==> src/logic/ifl_pkg.sv <==
/*
 * ifl_pkg: constants, register offsets, field positions and carrier types
 * for the interrupt flag logic.
 * assumes: imported whole by the design module; no timescale here.
 */
package ifl_pkg;

  // ************************************************************
  // register byte offsets (apb, one aligned word each)
  // ************************************************************
  localparam logic [7:0] OFS_IRQ_CTRL = 8'h00;
  localparam logic [7:0] OFS_PERIPH_FLAG = 8'h04;
  localparam logic [7:0] OFS_PERIPH_EN = 8'h08;
  localparam logic [7:0] OFS_PIN_MASK = 8'h0c;
  localparam logic [7:0] OFS_EDGE_CFG = 8'h10;
  localparam logic [7:0] OFS_RESET_CAUSE = 8'h14;
  localparam logic [7:0] OFS_CORE_STAT = 8'h18;

  // ************************************************************
  // field positions
  // ************************************************************
  localparam int BIT_PIN_FLAG = 0;
  localparam int BIT_EXT_FLAG = 1;
  localparam int BIT_TMR_FLAG = 2;
  localparam int BIT_PIN_EN = 3;
  localparam int BIT_EXT_EN = 4;
  localparam int BIT_TMR_EN = 5;
  localparam int BIT_GIE = 7;
  localparam int BIT_EDGE_POL = 6;
  localparam int BIT_PF_ROLL = 0;
  localparam int BIT_PF_CMP = 3;
  localparam int BIT_PF_CONV = 6;
  localparam int BIT_PF_MEM = 7;
  localparam int BIT_BROWN = 0;
  localparam int BIT_POWER_ON = 1;
  localparam int BIT_ST_SLEEP = 0;
  localparam int BIT_ST_VEC = 1;

  // ************************************************************
  // masks of implemented bits and reset values
  // ************************************************************
  localparam logic [7:0] CTRL_IMPL_MASK = 8'hbf;
  localparam logic [7:0] PF_IMPL_MASK = 8'hc9;
  localparam logic [7:0] PIN_IMPL_MASK = 8'h3f;
  localparam logic [7:0] RC_IMPL_MASK = 8'h03;
  localparam logic [7:0] RST_IRQ_CTRL = 8'h00;
  localparam logic [7:0] RST_EDGE_CFG = 8'hff;
  localparam logic [7:0] TIMER_ROLL_FROM = 8'hff;
  localparam logic [12:0] VECTOR_ADDR = 13'h0004;

  // ************************************************************
  // timing: four clock cycles per instruction cycle
  // ************************************************************
  localparam int PHASES_PER_CYCLE = 4;
  localparam int DUMMY_CYCLES = 2;
  localparam int SYNC_LATENCY = 3;

  typedef enum logic [1:0] {PH_Q1, PH_Q2, PH_Q3, PH_Q4} ifl_phase_type;

  typedef struct packed {
    logic rollover;
    logic comparator;
    logic conversion;
    logic mem_write;
  } ifl_periph_evt_type;

  typedef struct packed {
    logic brown_out;
    logic power_on;
    logic other;
  } ifl_reset_cause_type;

endpackage

==> src/logic/ifl_irq_flags.sv <==
/*
 * ifl_irq_flags: interrupt source flags, enables, global gating, wake-up
 * from sleep, vector request with dummy cycles, reset cause bit, apb regs.
 * assumes: one 100 MHz clock, synchronous active-high reset, apb master
 * on the same clock, peripheral event pulses on the same clock, external
 * irq pin and port pins asynchronous.
 */
// Operation
// [RQ1] external pin edge: rising when polarity bit 6 set, falling when clear
// [RQ2] qualifying external edge sets external edge flag, control bit 1
// [RQ3] external edge interrupt masked while enable bit 4 is clear
// [RQ4] software clears external edge flag itself before re-enabling
// [RQ5] external edge wakes sleep only if enabled before sleep began
// [RQ6] after interrupt wake, vector only if global enable, else continue
// [RQ7] taken interrupt loads program counter with vector 0004h
// [RQ8] timer rollover ffh to 00h sets timer overflow flag, bit 2
// [RQ9] timer overflow interrupt enabled by control bit 5
// [RQ10] level change on monitored input sets pin change flag, bit 0
// [RQ11] pin change interrupt enabled by control bit 3
// [RQ12] per-pin mask register; only enabled pins feed pin change flag
// [RQ13] pin change at the q2 port read may be missed
// [RQ14] conversion complete sets conversion done flag, peripheral bit 6
// [RQ15] conversion done interrupt enabled by peripheral enable bit 6
// [RQ16] latency 3 instruction cycles synchronous, 3 to 4 asynchronous
// [RQ17] external flag sampled each q1, may be set during q4 through q1
// [RQ18] wake sets waking source flag: bits 7, 6, 3, 0 of peripheral flags
// [RQ19] brown-out reset clears reset cause bit 0; others leave it (power-on here clears the whole register)
// [RQ20] unimplemented register bits read zero
// [RQ21] vector request needs global enable and some flag with enable
// [RQ22] vectoring clears global enable and inserts two dummy cycles
`timescale 1ns/1ps

module ifl_irq_flags
  import ifl_pkg::*;
#(
  parameter int PINS = 6
)
(
  // clock and reset
  input wire logic clock,
  input wire logic rst,
  // apb slave
  input wire logic psel,
  input wire logic penable,
  input wire logic pwrite,
  input wire logic [7:0] paddr,
  input wire logic [31:0] pwdata,
  output logic [31:0] prdata,
  output logic pready,
  output logic pslverr,
  // asynchronous pins
  input wire logic ext_irq_pin,
  input wire logic [PINS-1:0] port_pins,
  // peripheral events, one-cycle pulses on clock
  input wire logic timer_rollover,
  input wire ifl_periph_evt_type periph_evt,
  input wire ifl_reset_cause_type reset_cause,
  // core sequencer
  input wire logic sleep_req,
  input wire logic core_step_done,
  output logic core_sleeping,
  output logic core_wake,
  output logic vector_load,
  output logic [12:0] vector_addr,
  output logic dummy_cycle,
  output logic [1:0] phase
);

  // ************************************************************
  // phase divider and pin synchronisers
  // ************************************************************
  ifl_phase_type phase_ff;
  logic [1:0] ext_sync_ff;
  logic ext_prev_ff;
  logic [PINS-1:0] pin_s1_ff, pin_s2_ff, pin_prev_ff;

  always_ff @(posedge clock)
  begin
    if (rst)
      phase_ff <= PH_Q1;
    else
      phase_ff <= ifl_phase_type'(phase_ff + 2'h1);
  end

  always_ff @(posedge clock)
  begin
    if (rst)
    begin
      ext_sync_ff <= 2'h0;
      ext_prev_ff <= 1'b0;
      pin_s1_ff <= '0;
      pin_s2_ff <= '0;
      pin_prev_ff <= '0;
    end
    else
    begin
      ext_sync_ff <= {ext_sync_ff[0], ext_irq_pin};
      ext_prev_ff <= ext_sync_ff[1];
      pin_s1_ff <= port_pins;
      pin_s2_ff <= pin_s1_ff;
      pin_prev_ff <= pin_s2_ff;
    end
  end

  // ************************************************************
  // registers
  // ************************************************************
  logic [7:0] ctrl_ff, pflag_ff, pen_ff, pmask_ff, edge_cfg_ff, rcause_ff;
  logic [7:0] nxt_ctrl, nxt_pflag;
  logic sleeping_ff, ext_en_at_sleep_ff, vec_pend_ff;
  logic [1:0] dummy_cnt_ff;
  // read by the control register logic ahead of its assign
  logic vector_go;

  wire wr = psel && penable && pwrite;
  wire wr_ctrl = wr && (paddr == OFS_IRQ_CTRL);
  wire wr_pflag = wr && (paddr == OFS_PERIPH_FLAG);

  // edge detect on the second sync stage only
  wire ext_rise = ext_sync_ff[1] && !ext_prev_ff;
  wire ext_fall = !ext_sync_ff[1] && ext_prev_ff;
  wire ext_edge = edge_cfg_ff[BIT_EDGE_POL] ? ext_rise : ext_fall; // [RQ1]
  // flag may set only in q4 or q1; an edge elsewhere is held until then
  logic ext_hold_ff;
  wire ext_win = (phase_ff == PH_Q4) || (phase_ff == PH_Q1); // [RQ17]
  wire ext_set = (ext_edge || ext_hold_ff) && ext_win;
  // port read at q2 start hides a change in that cycle; rare miss accepted
  wire pin_chg = |((pin_s2_ff ^ pin_prev_ff) & pmask_ff[PINS-1:0]) // [RQ12]
    && (phase_ff != PH_Q2); // [RQ13]

  always_ff @(posedge clock)
  begin
    if (rst)
      ext_hold_ff <= 1'b0;
    else
      ext_hold_ff <= (ext_edge || ext_hold_ff) && !ext_win;
  end

  // set wins over a software clear in the same cycle
  always_comb
  begin
    nxt_ctrl = wr_ctrl ? (pwdata[7:0] & CTRL_IMPL_MASK) : ctrl_ff; // [RQ20]
    if (ext_set)
      nxt_ctrl[BIT_EXT_FLAG] = 1'b1; // [RQ2]
    if (timer_rollover)
      nxt_ctrl[BIT_TMR_FLAG] = 1'b1; // [RQ8]
    if (pin_chg)
      nxt_ctrl[BIT_PIN_FLAG] = 1'b1; // [RQ10]
    if (vector_go)
      nxt_ctrl[BIT_GIE] = 1'b0; // [RQ22]
  end

  always_comb
  begin
    nxt_pflag = wr_pflag ? (pwdata[7:0] & PF_IMPL_MASK) : pflag_ff;
    if (periph_evt.conversion)
      nxt_pflag[BIT_PF_CONV] = 1'b1; // [RQ14] [RQ18]
    if (periph_evt.mem_write)
      nxt_pflag[BIT_PF_MEM] = 1'b1; // [RQ18]
    if (periph_evt.comparator)
      nxt_pflag[BIT_PF_CMP] = 1'b1; // [RQ18]
    if (periph_evt.rollover)
      nxt_pflag[BIT_PF_ROLL] = 1'b1; // [RQ18]
  end

  // ************************************************************
  // pending, wake-up and vectoring
  // ************************************************************
  wire ext_act = ctrl_ff[BIT_EXT_FLAG] && ctrl_ff[BIT_EXT_EN]; // [RQ3]
  wire tmr_act = ctrl_ff[BIT_TMR_FLAG] && ctrl_ff[BIT_TMR_EN]; // [RQ9]
  wire pin_act = ctrl_ff[BIT_PIN_FLAG] && ctrl_ff[BIT_PIN_EN]; // [RQ11]
  wire per_act = |(pflag_ff & pen_ff & PF_IMPL_MASK); // [RQ15]
  // external source wakes only with its enable captured at sleep entry
  wire wake_src = (ctrl_ff[BIT_EXT_FLAG] && ext_en_at_sleep_ff) // [RQ5]
    || tmr_act || pin_act || per_act;
  wire any_act = ext_act || tmr_act || pin_act || per_act;
  wire irq_req = ctrl_ff[BIT_GIE] && any_act; // [RQ21]
  wire q1 = (phase_ff == PH_Q1);
  // request is sampled at q1 after the current instruction step
  assign vector_go = q1 && irq_req && !vec_pend_ff
    && (core_step_done || sleeping_ff); // [RQ6] [RQ16]
  wire wake_now = sleeping_ff && q1 && wake_src;

  always_ff @(posedge clock)
  begin
    if (rst)
    begin
      ctrl_ff <= RST_IRQ_CTRL;
      pflag_ff <= 8'h00;
      pen_ff <= 8'h00;
      pmask_ff <= 8'h00;
      edge_cfg_ff <= RST_EDGE_CFG;
    end
    else
    begin
      ctrl_ff <= nxt_ctrl;
      pflag_ff <= nxt_pflag;
      if (wr && paddr == OFS_PERIPH_EN)
        pen_ff <= pwdata[7:0] & PF_IMPL_MASK; // [RQ20]
      if (wr && paddr == OFS_PIN_MASK)
        pmask_ff <= pwdata[7:0] & PIN_IMPL_MASK; // [RQ20]
      if (wr && paddr == OFS_EDGE_CFG)
        edge_cfg_ff <= pwdata[7:0];
    end
  end

  // reset cause: the sync reset only clears the block, the cause bit keeps
  always_ff @(posedge clock)
  begin
    if (reset_cause.power_on)
      rcause_ff <= 8'h00;
    else if (reset_cause.brown_out)
      rcause_ff[BIT_BROWN] <= 1'b0; // [RQ19]
    else if (wr && paddr == OFS_RESET_CAUSE)
      rcause_ff <= pwdata[7:0] & RC_IMPL_MASK;
  end

  always_ff @(posedge clock)
  begin
    if (rst)
    begin
      sleeping_ff <= 1'b0;
      ext_en_at_sleep_ff <= 1'b0;
      vec_pend_ff <= 1'b0;
      dummy_cnt_ff <= 2'h0;
      core_wake <= 1'b0;
      vector_load <= 1'b0;
      dummy_cycle <= 1'b0;
    end
    else
    begin
      core_wake <= wake_now;
      if (sleep_req && !sleeping_ff)
      begin
        sleeping_ff <= 1'b1;
        ext_en_at_sleep_ff <= ctrl_ff[BIT_EXT_EN]; // [RQ5]
      end
      else if (wake_now)
        sleeping_ff <= 1'b0; // [RQ6]
      vector_load <= 1'b0;
      if (vector_go)
      begin
        vec_pend_ff <= 1'b1;
        dummy_cnt_ff <= 2'(DUMMY_CYCLES);
        dummy_cycle <= 1'b1;
      end
      else if (vec_pend_ff && phase_ff == PH_Q4)
      begin
        if (dummy_cnt_ff == 2'h1)
        begin
          vec_pend_ff <= 1'b0;
          dummy_cycle <= 1'b0;
          vector_load <= 1'b1; // [RQ7] [RQ22]
        end
        dummy_cnt_ff <= dummy_cnt_ff - 2'h1;
      end
    end
  end

  // ************************************************************
  // apb read path, zero wait states
  // ************************************************************
  wire [7:0] core_stat = {6'h00, vec_pend_ff, sleeping_ff};
  logic [7:0] rd_mux;
  wire mapped = (paddr == OFS_IRQ_CTRL) || (paddr == OFS_PERIPH_FLAG)
    || (paddr == OFS_PERIPH_EN) || (paddr == OFS_PIN_MASK)
    || (paddr == OFS_EDGE_CFG) || (paddr == OFS_RESET_CAUSE)
    || (paddr == OFS_CORE_STAT);

  always_comb
  begin
    case (paddr)
      OFS_IRQ_CTRL: rd_mux = ctrl_ff;
      OFS_PERIPH_FLAG: rd_mux = pflag_ff;
      OFS_PERIPH_EN: rd_mux = pen_ff;
      OFS_PIN_MASK: rd_mux = pmask_ff;
      OFS_EDGE_CFG: rd_mux = edge_cfg_ff;
      OFS_RESET_CAUSE: rd_mux = rcause_ff & RC_IMPL_MASK;
      OFS_CORE_STAT: rd_mux = core_stat;
      default: rd_mux = 8'h00;
    endcase
  end

  always_ff @(posedge clock)
  begin
    if (rst)
    begin
      prdata <= 32'h0;
      pready <= 1'b0;
      pslverr <= 1'b0;
    end
    else
    begin
      pready <= psel && !penable;
      pslverr <= psel && !penable && !mapped;
      prdata <= (psel && !penable && !pwrite) ? {24'h0, rd_mux} : 32'h0;
    end
  end

  assign core_sleeping = sleeping_ff;
  assign vector_addr = VECTOR_ADDR;
  assign phase = phase_ff;

  // ************************************************************
  // assertions
  // ************************************************************
  AST_EXT_RISE: assert property (@(posedge clock) disable iff (rst) // [RQ1]
    (ext_rise && edge_cfg_ff[BIT_EDGE_POL] && ext_win)
      |=> ctrl_ff[BIT_EXT_FLAG])
    else $error("rising edge did not set external flag");
  AST_EXT_WIN: assert property (@(posedge clock) disable iff (rst) // [RQ17]
    $rose(ctrl_ff[BIT_EXT_FLAG]) && !$past(wr_ctrl)
      |-> $past(phase_ff) inside {PH_Q4, PH_Q1})
    else $error("external flag set outside q4 to q1");
  AST_TMR: assert property (@(posedge clock) disable iff (rst) // [RQ8]
    timer_rollover |=> ctrl_ff[BIT_TMR_FLAG])
    else $error("timer overflow flag not set");
  AST_MASK: assert property (@(posedge clock) disable iff (rst) // [RQ3]
    (!ctrl_ff[BIT_EXT_EN] && !tmr_act && !pin_act && !per_act)
      |-> !vector_go)
    else $error("masked source caused vectoring");
  AST_GIE: assert property (@(posedge clock) disable iff (rst) // [RQ21]
    $rose(dummy_cycle) |-> $past(ctrl_ff[BIT_GIE]) && $past(any_act))
    else $error("vector without global enable");
  AST_DUMMY: assert property (@(posedge clock) disable iff (rst) // [RQ22]
    vector_go |=> !ctrl_ff[BIT_GIE] ##[1:8] vector_load)
    else $error("vector load not after dummy cycles");
  AST_CONV: assert property (@(posedge clock) disable iff (rst) // [RQ14]
    periph_evt.conversion |=> pflag_ff[BIT_PF_CONV])
    else $error("conversion flag not set");
  AST_RSV: assert property (@(posedge clock) disable iff (rst) // [RQ20]
    pready && !pwrite |-> prdata[31:8] == 24'h0)
    else $error("reserved bits read nonzero");
  AST_BROWN: assert property (@(posedge clock) // [RQ19]
    reset_cause.brown_out && !reset_cause.power_on
      |=> !rcause_ff[BIT_BROWN])
    else $error("brown-out did not clear cause bit");
  AST_PIN_MASK: assert property (@(posedge clock) disable iff (rst) // [RQ12]
    !(|((pin_s2_ff ^ pin_prev_ff) & pmask_ff[PINS-1:0])) && !wr_ctrl
      && !ctrl_ff[BIT_PIN_FLAG] |=> !ctrl_ff[BIT_PIN_FLAG])
    else $error("masked pin change set pin change flag");
  AST_PIN_SET: assert property (@(posedge clock) disable iff (rst) // [RQ10]
    pin_chg |=> ctrl_ff[BIT_PIN_FLAG])
    else $error("pin change flag not set");
  AST_SLEEP_EN: assert property (@(posedge clock) disable iff (rst) // [RQ5]
    $rose(sleeping_ff) |-> ext_en_at_sleep_ff == $past(ctrl_ff[BIT_EXT_EN]))
    else $error("sleep entry did not capture external enable");
  AST_NO_GIE: assert property (@(posedge clock) disable iff (rst) // [RQ6]
    $rose(core_wake) && !$past(ctrl_ff[BIT_GIE]) |-> !$rose(dummy_cycle))
    else $error("vectored after wake without global enable");
  AST_WAKE: assert property (@(posedge clock) disable iff (rst) // [RQ6]
    wake_now |=> core_wake && !sleeping_ff)
    else $error("wake did not leave sleep");
  AST_CTRL_RSV: assert property (@(posedge clock) disable iff (rst) // [RQ20]
    (ctrl_ff & ~CTRL_IMPL_MASK) == 8'h00)
    else $error("unimplemented control bit set");
  // the vector starts and ends on instruction boundaries
  AST_VEC_Q1: assert property (@(posedge clock) disable iff (rst) // [RQ16]
    $rose(dummy_cycle) |-> $past(phase_ff) == PH_Q1)
    else $error("vectoring began outside q1");
  AST_LOAD_Q1: assert property (@(posedge clock) disable iff (rst) // [RQ22]
    vector_load |-> phase_ff == PH_Q1 && !dummy_cycle)
    else $error("vector load not at instruction boundary");

  // ************************************************************
  // cover points
  // ************************************************************
  COV_VEC: cover property (@(posedge clock) disable iff (rst)
    vector_go ##[1:8] vector_load);
  COV_WAKE: cover property (@(posedge clock) disable iff (rst) wake_now);
  COV_PIN: cover property (@(posedge clock) disable iff (rst) pin_chg);
  COV_WAKE_VEC: cover property (@(posedge clock) disable iff (rst)
    wake_now && vector_go);
  COV_BROWN: cover property (@(posedge clock) reset_cause.brown_out);

endmodule

==> config.mk <==
export PLATFORM = sky130hd
export DESIGN_NAME = ifl_irq_flags
export DESIGN_NICKNAME = d
export VERILOG_FILES = /design/src/logic/ifl_pkg.sv /design/src/logic/ifl_irq_flags.sv
export SDC_FILE = /design/constraint.sdc
export NUM_CORES = 1
export LEC_CHECK = 0
export BUFFER_PORTS_ARGS = -buffer_cell sky130_fd_sc_hd__buf_2
export CAP_MARGIN = 20
export CORE_ASPECT_RATIO = 0.5
export CORE_MARGIN = 3
export CORE_UTILIZATION = 44
export CTS_CLUSTER_SIZE = 40
export DETAILED_ROUTE_END_ITERATION = 8
export PLACE_DENSITY = 0.72
export SYNTH_ARGS = -nofsm -noshare
export SYNTH_HDL_FRONTEND = slang
export SYNTH_SLANG_ARGS = --single-unit
==> constraint.sdc <==
create_clock -name clock -period 3.7 [get_ports clock]
set_clock_uncertainty 0.15 [all_clocks]
set_input_delay 0.925 -clock clock [delete_from_list [all_inputs] [get_ports clock]]
set_output_delay 0.925 -clock clock [all_outputs]
set_load 0.01 [all_outputs]
==> results.cfg, run 1 <==
[status]
outcome = finished clean

[final_layout]
nNetsFinal = 455
drive_above_1_share_pct = 20.81
antenna_cells = 0
area_delta_synth_final_pct = 16.77
final_core_util_pct = 54.54

[clock_network]
post_cts_resized = 0
post_cts_buffers = 0
clk_pin_slew_ns = 0.06
cts_hold_buf = 0
insertion_delay_ns = 0.33
cts_root_buffer = clkbuf_16
cts_sinks = 72
h-tree-depth = 3
clockBufferDepth = 2
cts_buffers = 9
cts_tree = done

[logic_synthesis]
ys.flop_type = dfxtp_1
ys_seq_area_share_pct = 44.82
synth.avg_cell_area_um2 = 9.542
ys_seq_elements = 72
ys_warn_count = 0
synth_cells = 337
synthArstFlopShare_pct = 0
synth_cell_types = 44
synth_edf_count = 0
netlist_area_um2 = 3216

[floorplan]
row_count = 21
dieHeight_um = 66.45
dieWidth_um = 126.9
initial_core_util_pct = 46.71
core-area_um2 = 6884
fp.dieArea_um2 = 8432
io_pins = 115

[global_route]
grt_use_total_pct = 17.10
grt_pass1_wl_mm = 11.10
grt_max_degree = 60
grt_pass1_vias = 2200
grt-ovfl-total = 0
antenna_found_initial = 0

[drt]
wl_per_cell_um = 13.93
num_vias = 2404
dr.pass1.iters = 4
drc_errors = 0
drt_iter0_markers = 167
antenna_left = 0
wl_mm = 6.769
via_per_inst = 4.947

[worst_setup_path]
cp.arrival_ns = 2.64
cp-end-kind = register
crit_path_start_kind = input pin
worst-path-max-fanout = 10
crit_required_ns = 3.77
crit_type = input pin to register

[timing]
maxSlewHeadroom_pct = 52.78
finalSetupViolCount = 0
max_freq_mhz = 388.8
tns_ns = 0
hold_viol = 0
worst_slew_pin_slew_ns = 0.7031
finalCritPeriodShare_pct = 69.52
drv_slew = 0
period_needed_ns = 2.572
rsz0062_at_grt = false

[job]
drv_cap = 0

[power_and_ir_drop]
design_power_total_mw = 1.915
power.density_nw_per_um2 = 510.0
irDropWorstVdd_v = 0.0002581
p_leak_nw = 1.645

[placed_design]
port_buffers = 52
dpl.hpwl_mm = 4.822
place.gp.congestion = 0.8443

[min_path]
hold_class = register to register
[power breakdown]
| group | total (mW) | switching [mW] | internal (mW) | leakage (nW) |
|---|---|---|---|---|
| Combinational | 0.119 | 0.0745 | 0.0442 | 0.895 |
| Clock | 0.990 | 0.327 | 0.663 | 0.164 |
| Sequential | 0.806 | 0.0125 | 0.794 | 0.587 |
| Total | 1.91 | 0.415 | 1.50 | 1.65 |
[cell type report]
type	count	area, um^2
clock inverter	6	115.1
clock buffer	10	229.0
inverter	15	56.30
sequential	72	1441
fill	646	3129
timing repair buffer	54	275.3
tap	92	115.1
multi-input combinational	237	1523
[worst paths after layout]
check	startpoint	to	slack, ns	depth (start not counted)
max	paddr[5]	edge_cfg_ff[2]$_SDFFE_PP1P_	1.13	5
min	pin_s1_ff[5]$_SDFF_PP0_	pin_s2_ff[5]$_SDFF_PP0_	0.28	1
max reg2reg	phase[0]$_SDFF_PP0_	dummy_cnt_ff[0]$_SDFFE_PP0P_	2.22	5
min reg2reg	pin_s1_ff[5]$_SDFF_PP0_	pin_s2_ff[5]$_SDFF_PP0_	0.28	1
[sequential cells by signal (all words and copies together), names as in the netlist]
register / cells
core_sleeping: 1
core_wake: 1
ctrl_ff: 7
dummy_cnt_ff: 2
edge_cfg_ff: 8
ext_en_at_sleep_ff: 1
ext_hold_ff: 1
ext_prev_ff: 1
ext_sync_ff: 2
pen_ff: 4
pflag_ff: 4
phase: 2
pin_prev_ff: 6
pin_s1_ff: 6
pin_s2_ff: 6
pmask_ff: 6
prdata: 8
pready: 1
pslverr: 1
rcause_ff: 2
vec_pend_ff: 1
vector_load: 1
[per-stage QoR]
| stage | hold slack [ns] | area, um^2 | setup WS, ns | cells |
|---|---|---|---|---|
| floorplan | 0.2638 | 3347 | 1.177 | 372 |
| global placement | 0.2712 | 3411 | 0.7736 | 470 |
| detailed placement | 0.2726 | 3411 | 0.7469 | 470 |
| CTS | 0.2858 | 3755 | 1.106 | 486 |
| global route | 0.2954 | 3755 | 0.9128 | 486 |
| finish | 0.2831 | 3755 | 1.128 | 486 |
[Yosys cell counts (8+ instances only)]
library cell / number / area share, %
a21oi_1: 8 / 1.2
inv_1: 15 / 1.8
mux2i_1: 23 / 7.2
a22oi_1: 11 / 2.6
dfxtp_1: 72 / 45
nor3_1: 11 / 1.7
a211o_1: 9 / 2.5
clkbuf_1: 8 / 0.93
nor2b_1: 27 / 5.3
buf_4: 37 / 8.6
nor2_1: 39 / 4.6
nand2_1: 8 / 0.93
[placed cells by master, fill, tap and decap left out, drive strengths merged, types with 2 or more instances in the layout]
cell type and count:
a211oi 5, and3 2, mux2i 23, mux2 4
nor3 12, nor2b 27, ha 4, dfxtp 72
nand3 7, nor3b 2, o2bb2ai 2, a211o 9
a22oi 11, buf 54, and2 2, nor2 39
nand2b 2, bufinv 3, clkbuf 10, xor2 7
nand4 6, a31oi 2, a21oi 8, nand2 8
nor4 2, or3 2, conb 37, a22o 2
inv 17
[per-layer routing]
layer	GRT usage [%]	vias to the layer above	routed length (um)
met1	22.43	1083	3158
li1	-	1201	-
met5	0	-	0
met2	25.39	113	2894
met3	7.046	7	645
met4	6.016	0	70
[worst max-delay path: stages]
cell,delay [ns]
buf_2,0.10
nor3_1,0.55
nand4_1,0.45
buf_4,0.31
a211o_1,0.29
[logic make-up after synthesis]
logic type      synth area share, %
simple gates                  19.88
other cells                  0.2336
fa+ha+maj                     1.556
buf+inv                       11.91
xor+xnor                      1.907
mux                           9.261
compound gates                10.43
flops                         44.82
Power figures use the tool's default switching activity.
==> run 2: changes to the inputs <==
==> constraint.sdc (replaced) <==
create_clock -name clock -period 2.6 [get_ports clock]
set_clock_uncertainty 0.15 [all_clocks]
set_input_delay 0.65 -clock clock [delete_from_list [all_inputs] [get_ports clock]]
set_output_delay 0.65 -clock clock [all_outputs]
set_load 0.01 [all_outputs]
==> run 2 against run 1 <==
- via count is 0.83% lower
- clock power increased by 15%
- global-route usage is 0.61 points lower
- combinational power increased by 46%
- cell count is 1.6% higher
- critical path type unchanged
- largest power group is now sequential cells
==> results.cfg, run 2 (same netlist as run 1, synthesis figures left out) <==
[power_and_ir_drop]
power.density_nw_per_um2 = 655.9
irDropWorstVdd_v = 0.0003424
p_leak_nw = 1.655

[clock_network]
post_cts_buffers = 0
cts_hold_buf = 0
clockBufferDepth = 2
cts_sinks = 72
cts_root_buffer = clkbuf_16
cts_tree = done
h-tree-depth = 3
insertion_delay_ns = 0.33
post_cts_resized = 0
clk_pin_slew_ns = 0.06
cts_buffers = 9

[floorplan]
core-area_um2 = 6884
row_count = 21
initial_core_util_pct = 46.71
fp.dieArea_um2 = 8432
io_pins = 115
dieWidth_um = 126.9
dieHeight_um = 66.45

[timing]
max_freq_mhz = 507.2
rsz0062_at_grt = false
drv_slew = 0
maxSlewHeadroom_pct = 59.69
hold_viol = 0
tns_ns = 0
finalSetupViolCount = 0
finalCritPeriodShare_pct = 75.84
period_needed_ns = 1.972
worst_slew_pin_slew_ns = 0.6046

[placed_design]
dp_cells = 478
place.gp.congestion = 0.8817
port_buffers = 52
dpl.hpwl_mm = 4.850

[drt]
drt_iter0_markers = 209
num_vias = 2384
dr.pass1.iters = 4
drc_errors = 0
antenna_left = 0
wl_mm = 6.581
via_per_inst = 4.826
wl_per_cell_um = 13.32

[final_layout]
area_delta_synth_final_pct = 16.65
antenna_cells = 0
drive_above_1_share_pct = 22.64
final_cells = 494
final_cell_mix = dfxtp_1, buf_2, nor2_1
layout_commonest_cell = dfxtp_1
largestRegisters = edge_cfg_ff: 8 flops, prdata: 8 flops, ctrl_ff: 7 flops
nNetsFinal = 463

[worst_setup_path]
critPathMaxStageDelay_ns = 0.55
crit_path_start_kind = input pin
critPathTopFamily = simple AND/OR/NAND/NOR gates
crit_required_ns = 2.64
crit_chain = buf_2 > or4_4 > nor4_4 > buf_4 > mux2i_1 > a21oi_1
cp.arrival_ns = 2.02
cp-end-kind = register
crit_path_top_delay_cell = or4_4
critPathBufInv = 2
crit_type = input pin to register
worst-path-max-fanout = 7

[min_path]
hold_class = register to register

[global_route]
antenna_found_initial = 0
grt_use_total_pct = 16.50
grt_pass1_vias = 2124
grt_pass1_wl_mm = 10.76
grt_max_degree = 60
grt-ovfl-total = 0

[job]
drv_cap = 0

[status]
outcome = finished clean
[run 2: cell types whose count changed in the layout (fill, tap and decap cells not counted), sizes merged]
cell      change
buf           +8
bufinv        -3
clkbuf        -1
clkinv        +2
clkinvlp      +1
inv           +1
[run 2: path summary, 6_finish.rpt]
path | from | slack (ns) | depth (start not counted) | endpoint
min | pin_s1_ff[5]$_SDFF_PP0_ | 0.29 | 1 | pin_s2_ff[5]$_SDFF_PP0_
max | paddr[3] | 0.63 | 6 | ctrl_ff[1]$_SDFFE_PP0P_
min reg2reg | pin_s1_ff[5]$_SDFF_PP0_ | 0.29 | 1 | pin_s2_ff[5]$_SDFF_PP0_
max reg2reg | phase[0]$_SDFF_PP0_ | 1.14 | 5 | dummy_cnt_ff[0]$_SDFFE_PP0P_
[run 2: layout make-up]
cell class	count	area (um^2)
fillers	621	3133
multi-input cells	237	1523
inverters	15	56.30
clock buffers	9	225.2
clock inverters	7	55.05
repair buffers	62	335.3
flip-flops and latches	72	1441
well taps	92	115.1
[run 2: worst register-to-register path, delay by kind of cell, from the launching register on]
family,cells,cell delay [ns]
DFF,1,0.36
AOI/OAI and AO/OA,2,0.45
buffers and inverters,1,0.08
and+or+nand+nor,1,0.10
adders and majority gates,1,0.18
[run 2: per-stage QoR]
step	setup slack, ns	power, mW	hold slack, ns	instance area [um^2]	utilization (%)
after floorplan	0.3522	1.314	0.2638	3347	-
after CTS	0.6454	2.490	0.2856	3751	54.49
after global routing	0.4946	2.583	0.3004	3751	54.49
after global placement	0.3237	1.341	0.2717	3471	50.42
after detailed placement	0.2948	1.343	0.2712	3471	50.42
final	0.6282	2.460	0.2850	3751	54.49
[run 2: report_power, final]
part	internal, mW	switching [mW]	total [mW]
registers	1.13	0.0170	1.15
logic	0.0674	0.107	0.174
clock network	0.654	0.486	1.14
total	1.85	0.610	2.46
[run 2: layer usage]
| metal | routed length, um | GRT usage, % | vias to the layer above |
|---|---|---|---|
| met5 | 0 | 0 | - |
| met2 | 2606 | 22.76 | 100 |
| li1 | - | - | 1210 |
| met4 | 104 | 6.150 | 0 |
| met1 | 3240 | 23.14 | 1061 |
| met3 | 629 | 6.245 | 13 |
==> run 3: changes to the inputs <==
--- a/config.mk
+++ b/config.mk
@@ -5,6 +5,7 @@
 export SDC_FILE = /design/constraint.sdc
 export NUM_CORES = 1
 export LEC_CHECK = 0
+export ABC_AREA = 1
 export BUFFER_PORTS_ARGS = -buffer_cell sky130_fd_sc_hd__buf_2
 export CAP_MARGIN = 20
 export CORE_ASPECT_RATIO = 0.5
@@ -12,7 +13,7 @@
 export CORE_UTILIZATION = 44
 export CTS_CLUSTER_SIZE = 40
 export DETAILED_ROUTE_END_ITERATION = 8
-export PLACE_DENSITY = 0.72
+export PLACE_DENSITY = 0.74
 export SYNTH_ARGS = -nofsm -noshare
 export SYNTH_HDL_FRONTEND = slang
 export SYNTH_SLANG_ARGS = --single-unit
==> constraint.sdc (replaced) <==
create_clock -name clock -period 1.6 [get_ports clock]
set_clock_uncertainty 0.15 [all_clocks]
set_input_delay 0.4 -clock clock [delete_from_list [all_inputs] [get_ports clock]]
set_output_delay 0.4 -clock clock [all_outputs]
set_load 0.01 [all_outputs]
==> run 3 against run 2 <==
- sequential share of layout area down 3.7 points
- clock power up 97%
- non-clock buffer count up 6
- sequential cell count unchanged
- critical endpoint is now core_sleeping
- worst setup slack worse by 0.52 ns
- design area up 11%
==> results.cfg, run 3 <==
[logic_synthesis]
ys_seq_elements = 72
synthArstFlopShare_pct = 0
ys_warn_count = 0
synth_edf_count = 0
synth_area_leaders = dfxtp_1, nand2_1, nor2_1
synth_cells = 479
synth_cell_types = 35
ys_seq_area_share_pct = 41.51
synth_top_area_share_pct = 41.51
synth_most_common_cell = nand2_1
netlist_top_cells_count = nand2_1, nor2_1, dfxtp_1, inv_1, buf_4
ys.flop_type = dfxtp_1
netlist_area_um2 = 3472
synth.avg_cell_area_um2 = 7.249
yosys.area.top_type = dfxtp_1

[final_layout]
final_cell_mix = nand2_1, nor2_1, dfxtp_1
nNetsFinal = 615
area_delta_synth_final_pct = 19.64
finalInstanceArea_um2 = 4154
antenna_cells = 0
final_cells = 662
largestRegisters = edge_cfg_ff: 8 flops, prdata: 8 flops, ctrl_ff: 7 flops
layout_commonest_cell = nand2_1
drive_above_1_share_pct = 22.92

[floorplan]
row_count = 22
dieWidth_um = 131.6
fp.dieArea_um2 = 9058
initial_core_util_pct = 46.37
dieHeight_um = 68.82
io_pins = 115
core-area_um2 = 7487

[global_route]
grt-ovfl-total = 0
grt_pass1_vias = 2549
antenna_found_initial = 0
grt_use_total_pct = 16.35
grt_max_degree = 30
grt_pass1_wl_mm = 11.73

[placed_design]
place.gp.congestion = 0.8756
dpl.hpwl_mm = 5.376
postPlaceCellArea_um2 = 3817
port_buffers = 52
dp_cells = 646

[power_and_ir_drop]
power.density_nw_per_um2 = 1062
irDropWorstVdd_v = 0.0005131
seq_power_share_pct = 42.2
p_switching_mw = 0.9590
clockPowerShare_pct = 51.1
design_power_total_mw = 4.413
p_leak_nw = 2.051
p_sw_share_pct = 21.73
p_int_mw = 3.454
power_frac_comb_pct = 6.7

[clock_network]
post_cts_buffers = 0
clk_pin_slew_ns = 0.05
insertion_delay_ns = 0.33
cts_tree = done
post_cts_resized = 0
h-tree-depth = 3
clockBufferDepth = 2
cts_sinks = 72
cts_hold_buf = 0
cts_root_buffer = clkbuf_16
cts_buffers = 9

[worst_setup_path]
ff2ff_setup_slack_ns = 0.25
crit_path_top_delay_cell = dfxtp_1
crit_type = register to primary output
cp-end-kind = primary output
r2r.worst_path.cells = 7
critPathBufInv = 1
critPathTopFamily = flip-flops
crit_chain = buf_2
crit_path_start_kind = register
crit_required_ns = 1.05
worst-path-max-fanout = 6
cp.arrival_ns = 0.95
critPathMaxStageDelay_ns = 0.44
cp_num_cells = 1

[drt]
drc_errors = 0
antenna_left = 0
wl_mm = 7.352
wl_per_cell_um = 11.11
num_vias = 2964
dr.pass1.iters = 4
via_per_inst = 4.477
drt_iter0_markers = 215

[timing]
hold_ws_ns = 0.1198
drv_slew = 0
finalCritPeriodShare_pct = 93.49
tns_ns = 0
max_freq_mhz = 668.5
period_needed_ns = 1.496
hold_viol = 0
finalSetupViolCount = 0
rsz0062_at_grt = false

[job]
drv_cap = 0

[status]
outcome = finished clean

[min_path]
hold_class = input pin to register
hold_depth = 3
==> run 3: changes by cell type in the layout (fill, tap and decap cells not counted), sizes merged, moves of 10 or more <==
cell / previous run / this run
nand2: 8 / 113
nor2: 39 / 93
inv: 18 / 69
nor2b: 27 / 0
mux2i: 23 / 0
nand3: 7 / 30
o21ai: 1 / 19
a21oi: 8 / 19
a22oi: 11 / 0
nor3: 12 / 2
==> run 3: cell type report <==
cell class	count	area, um^2
well taps	108	135.1
inverters	69	269.0
clock inverters	6	107.6
flip-flops and latches	72	1441
multi-input cells	329	1579
fillers	719	3333
repair buffers	68	392.9
clock buffers	10	229.0
==> run 3: cells by family (layout without fill, tap and decap cells) <==
| kind of cell | after synthesis | after routing | share of synthesized area, % |
|---|---|---|---|
| simple gates | 246 | 246 | 32.69 |
| buf+inv | 113 | 153 | 16.79 |
| flops | 72 | 72 | 41.51 |
| compound gates | 41 | 41 | 7.099 |
| fa+ha+maj | 4 | 4 | 1.441 |
| other cells | 2 | 37 | 0.2163 |
| xor+xnor | 1 | 1 | 0.2523 |
==> run 3: final timing paths <==
kind | start | to
hold / removal | port_pins[3] | pin_s1_ff[3]$_SDFF_PP0_
setup reg to reg | phase[0]$_SDFF_PP0_ | dummy_cnt_ff[0]$_SDFFE_PP0P_
setup / recovery | core_sleeping$_SDFFE_PP0P_ | core_sleeping
hold reg to reg | pin_s1_ff[3]$_SDFF_PP0_ | pin_s2_ff[3]$_SDFF_PP0_
==> run 3: stage by stage <==
step           setup WS, ns  utilization (%)
2_1_floorplan        0.1973                -
3_3_place_gp       -0.02951            50.99
3_5_place_dp       -0.05708            50.99
4_1_cts             0.09492            55.48
5_1_grt             0.06061            55.48
6_report             0.1041            55.48
==> run 3: tightest hold or removal path: stages <==
cell and delay, ns:
buf_2 0.07, inv_1 0.03, nor2_1 0.06
==> run 3: power by group through the flow <==
stage	registers, mW	clock network (mW)	logic (mW)
after floorplan	1.90	0	0.247
after CTS	1.86	2.28	0.296
after global placement	1.90	0	0.289
after detailed placement	1.90	0	0.295
after global routing	1.87	2.35	0.333
final	1.86	2.25	0.297
==> run 3: layer usage <==
layer	part of all wire [%]	GRT usage [%]	up-vias
li1	-	-	1524
met1	45	20.18	1309
met2	44	27.12	117
met3	8.9	5.072	14
met5	0	0	-
met4	1.7	7.199	0
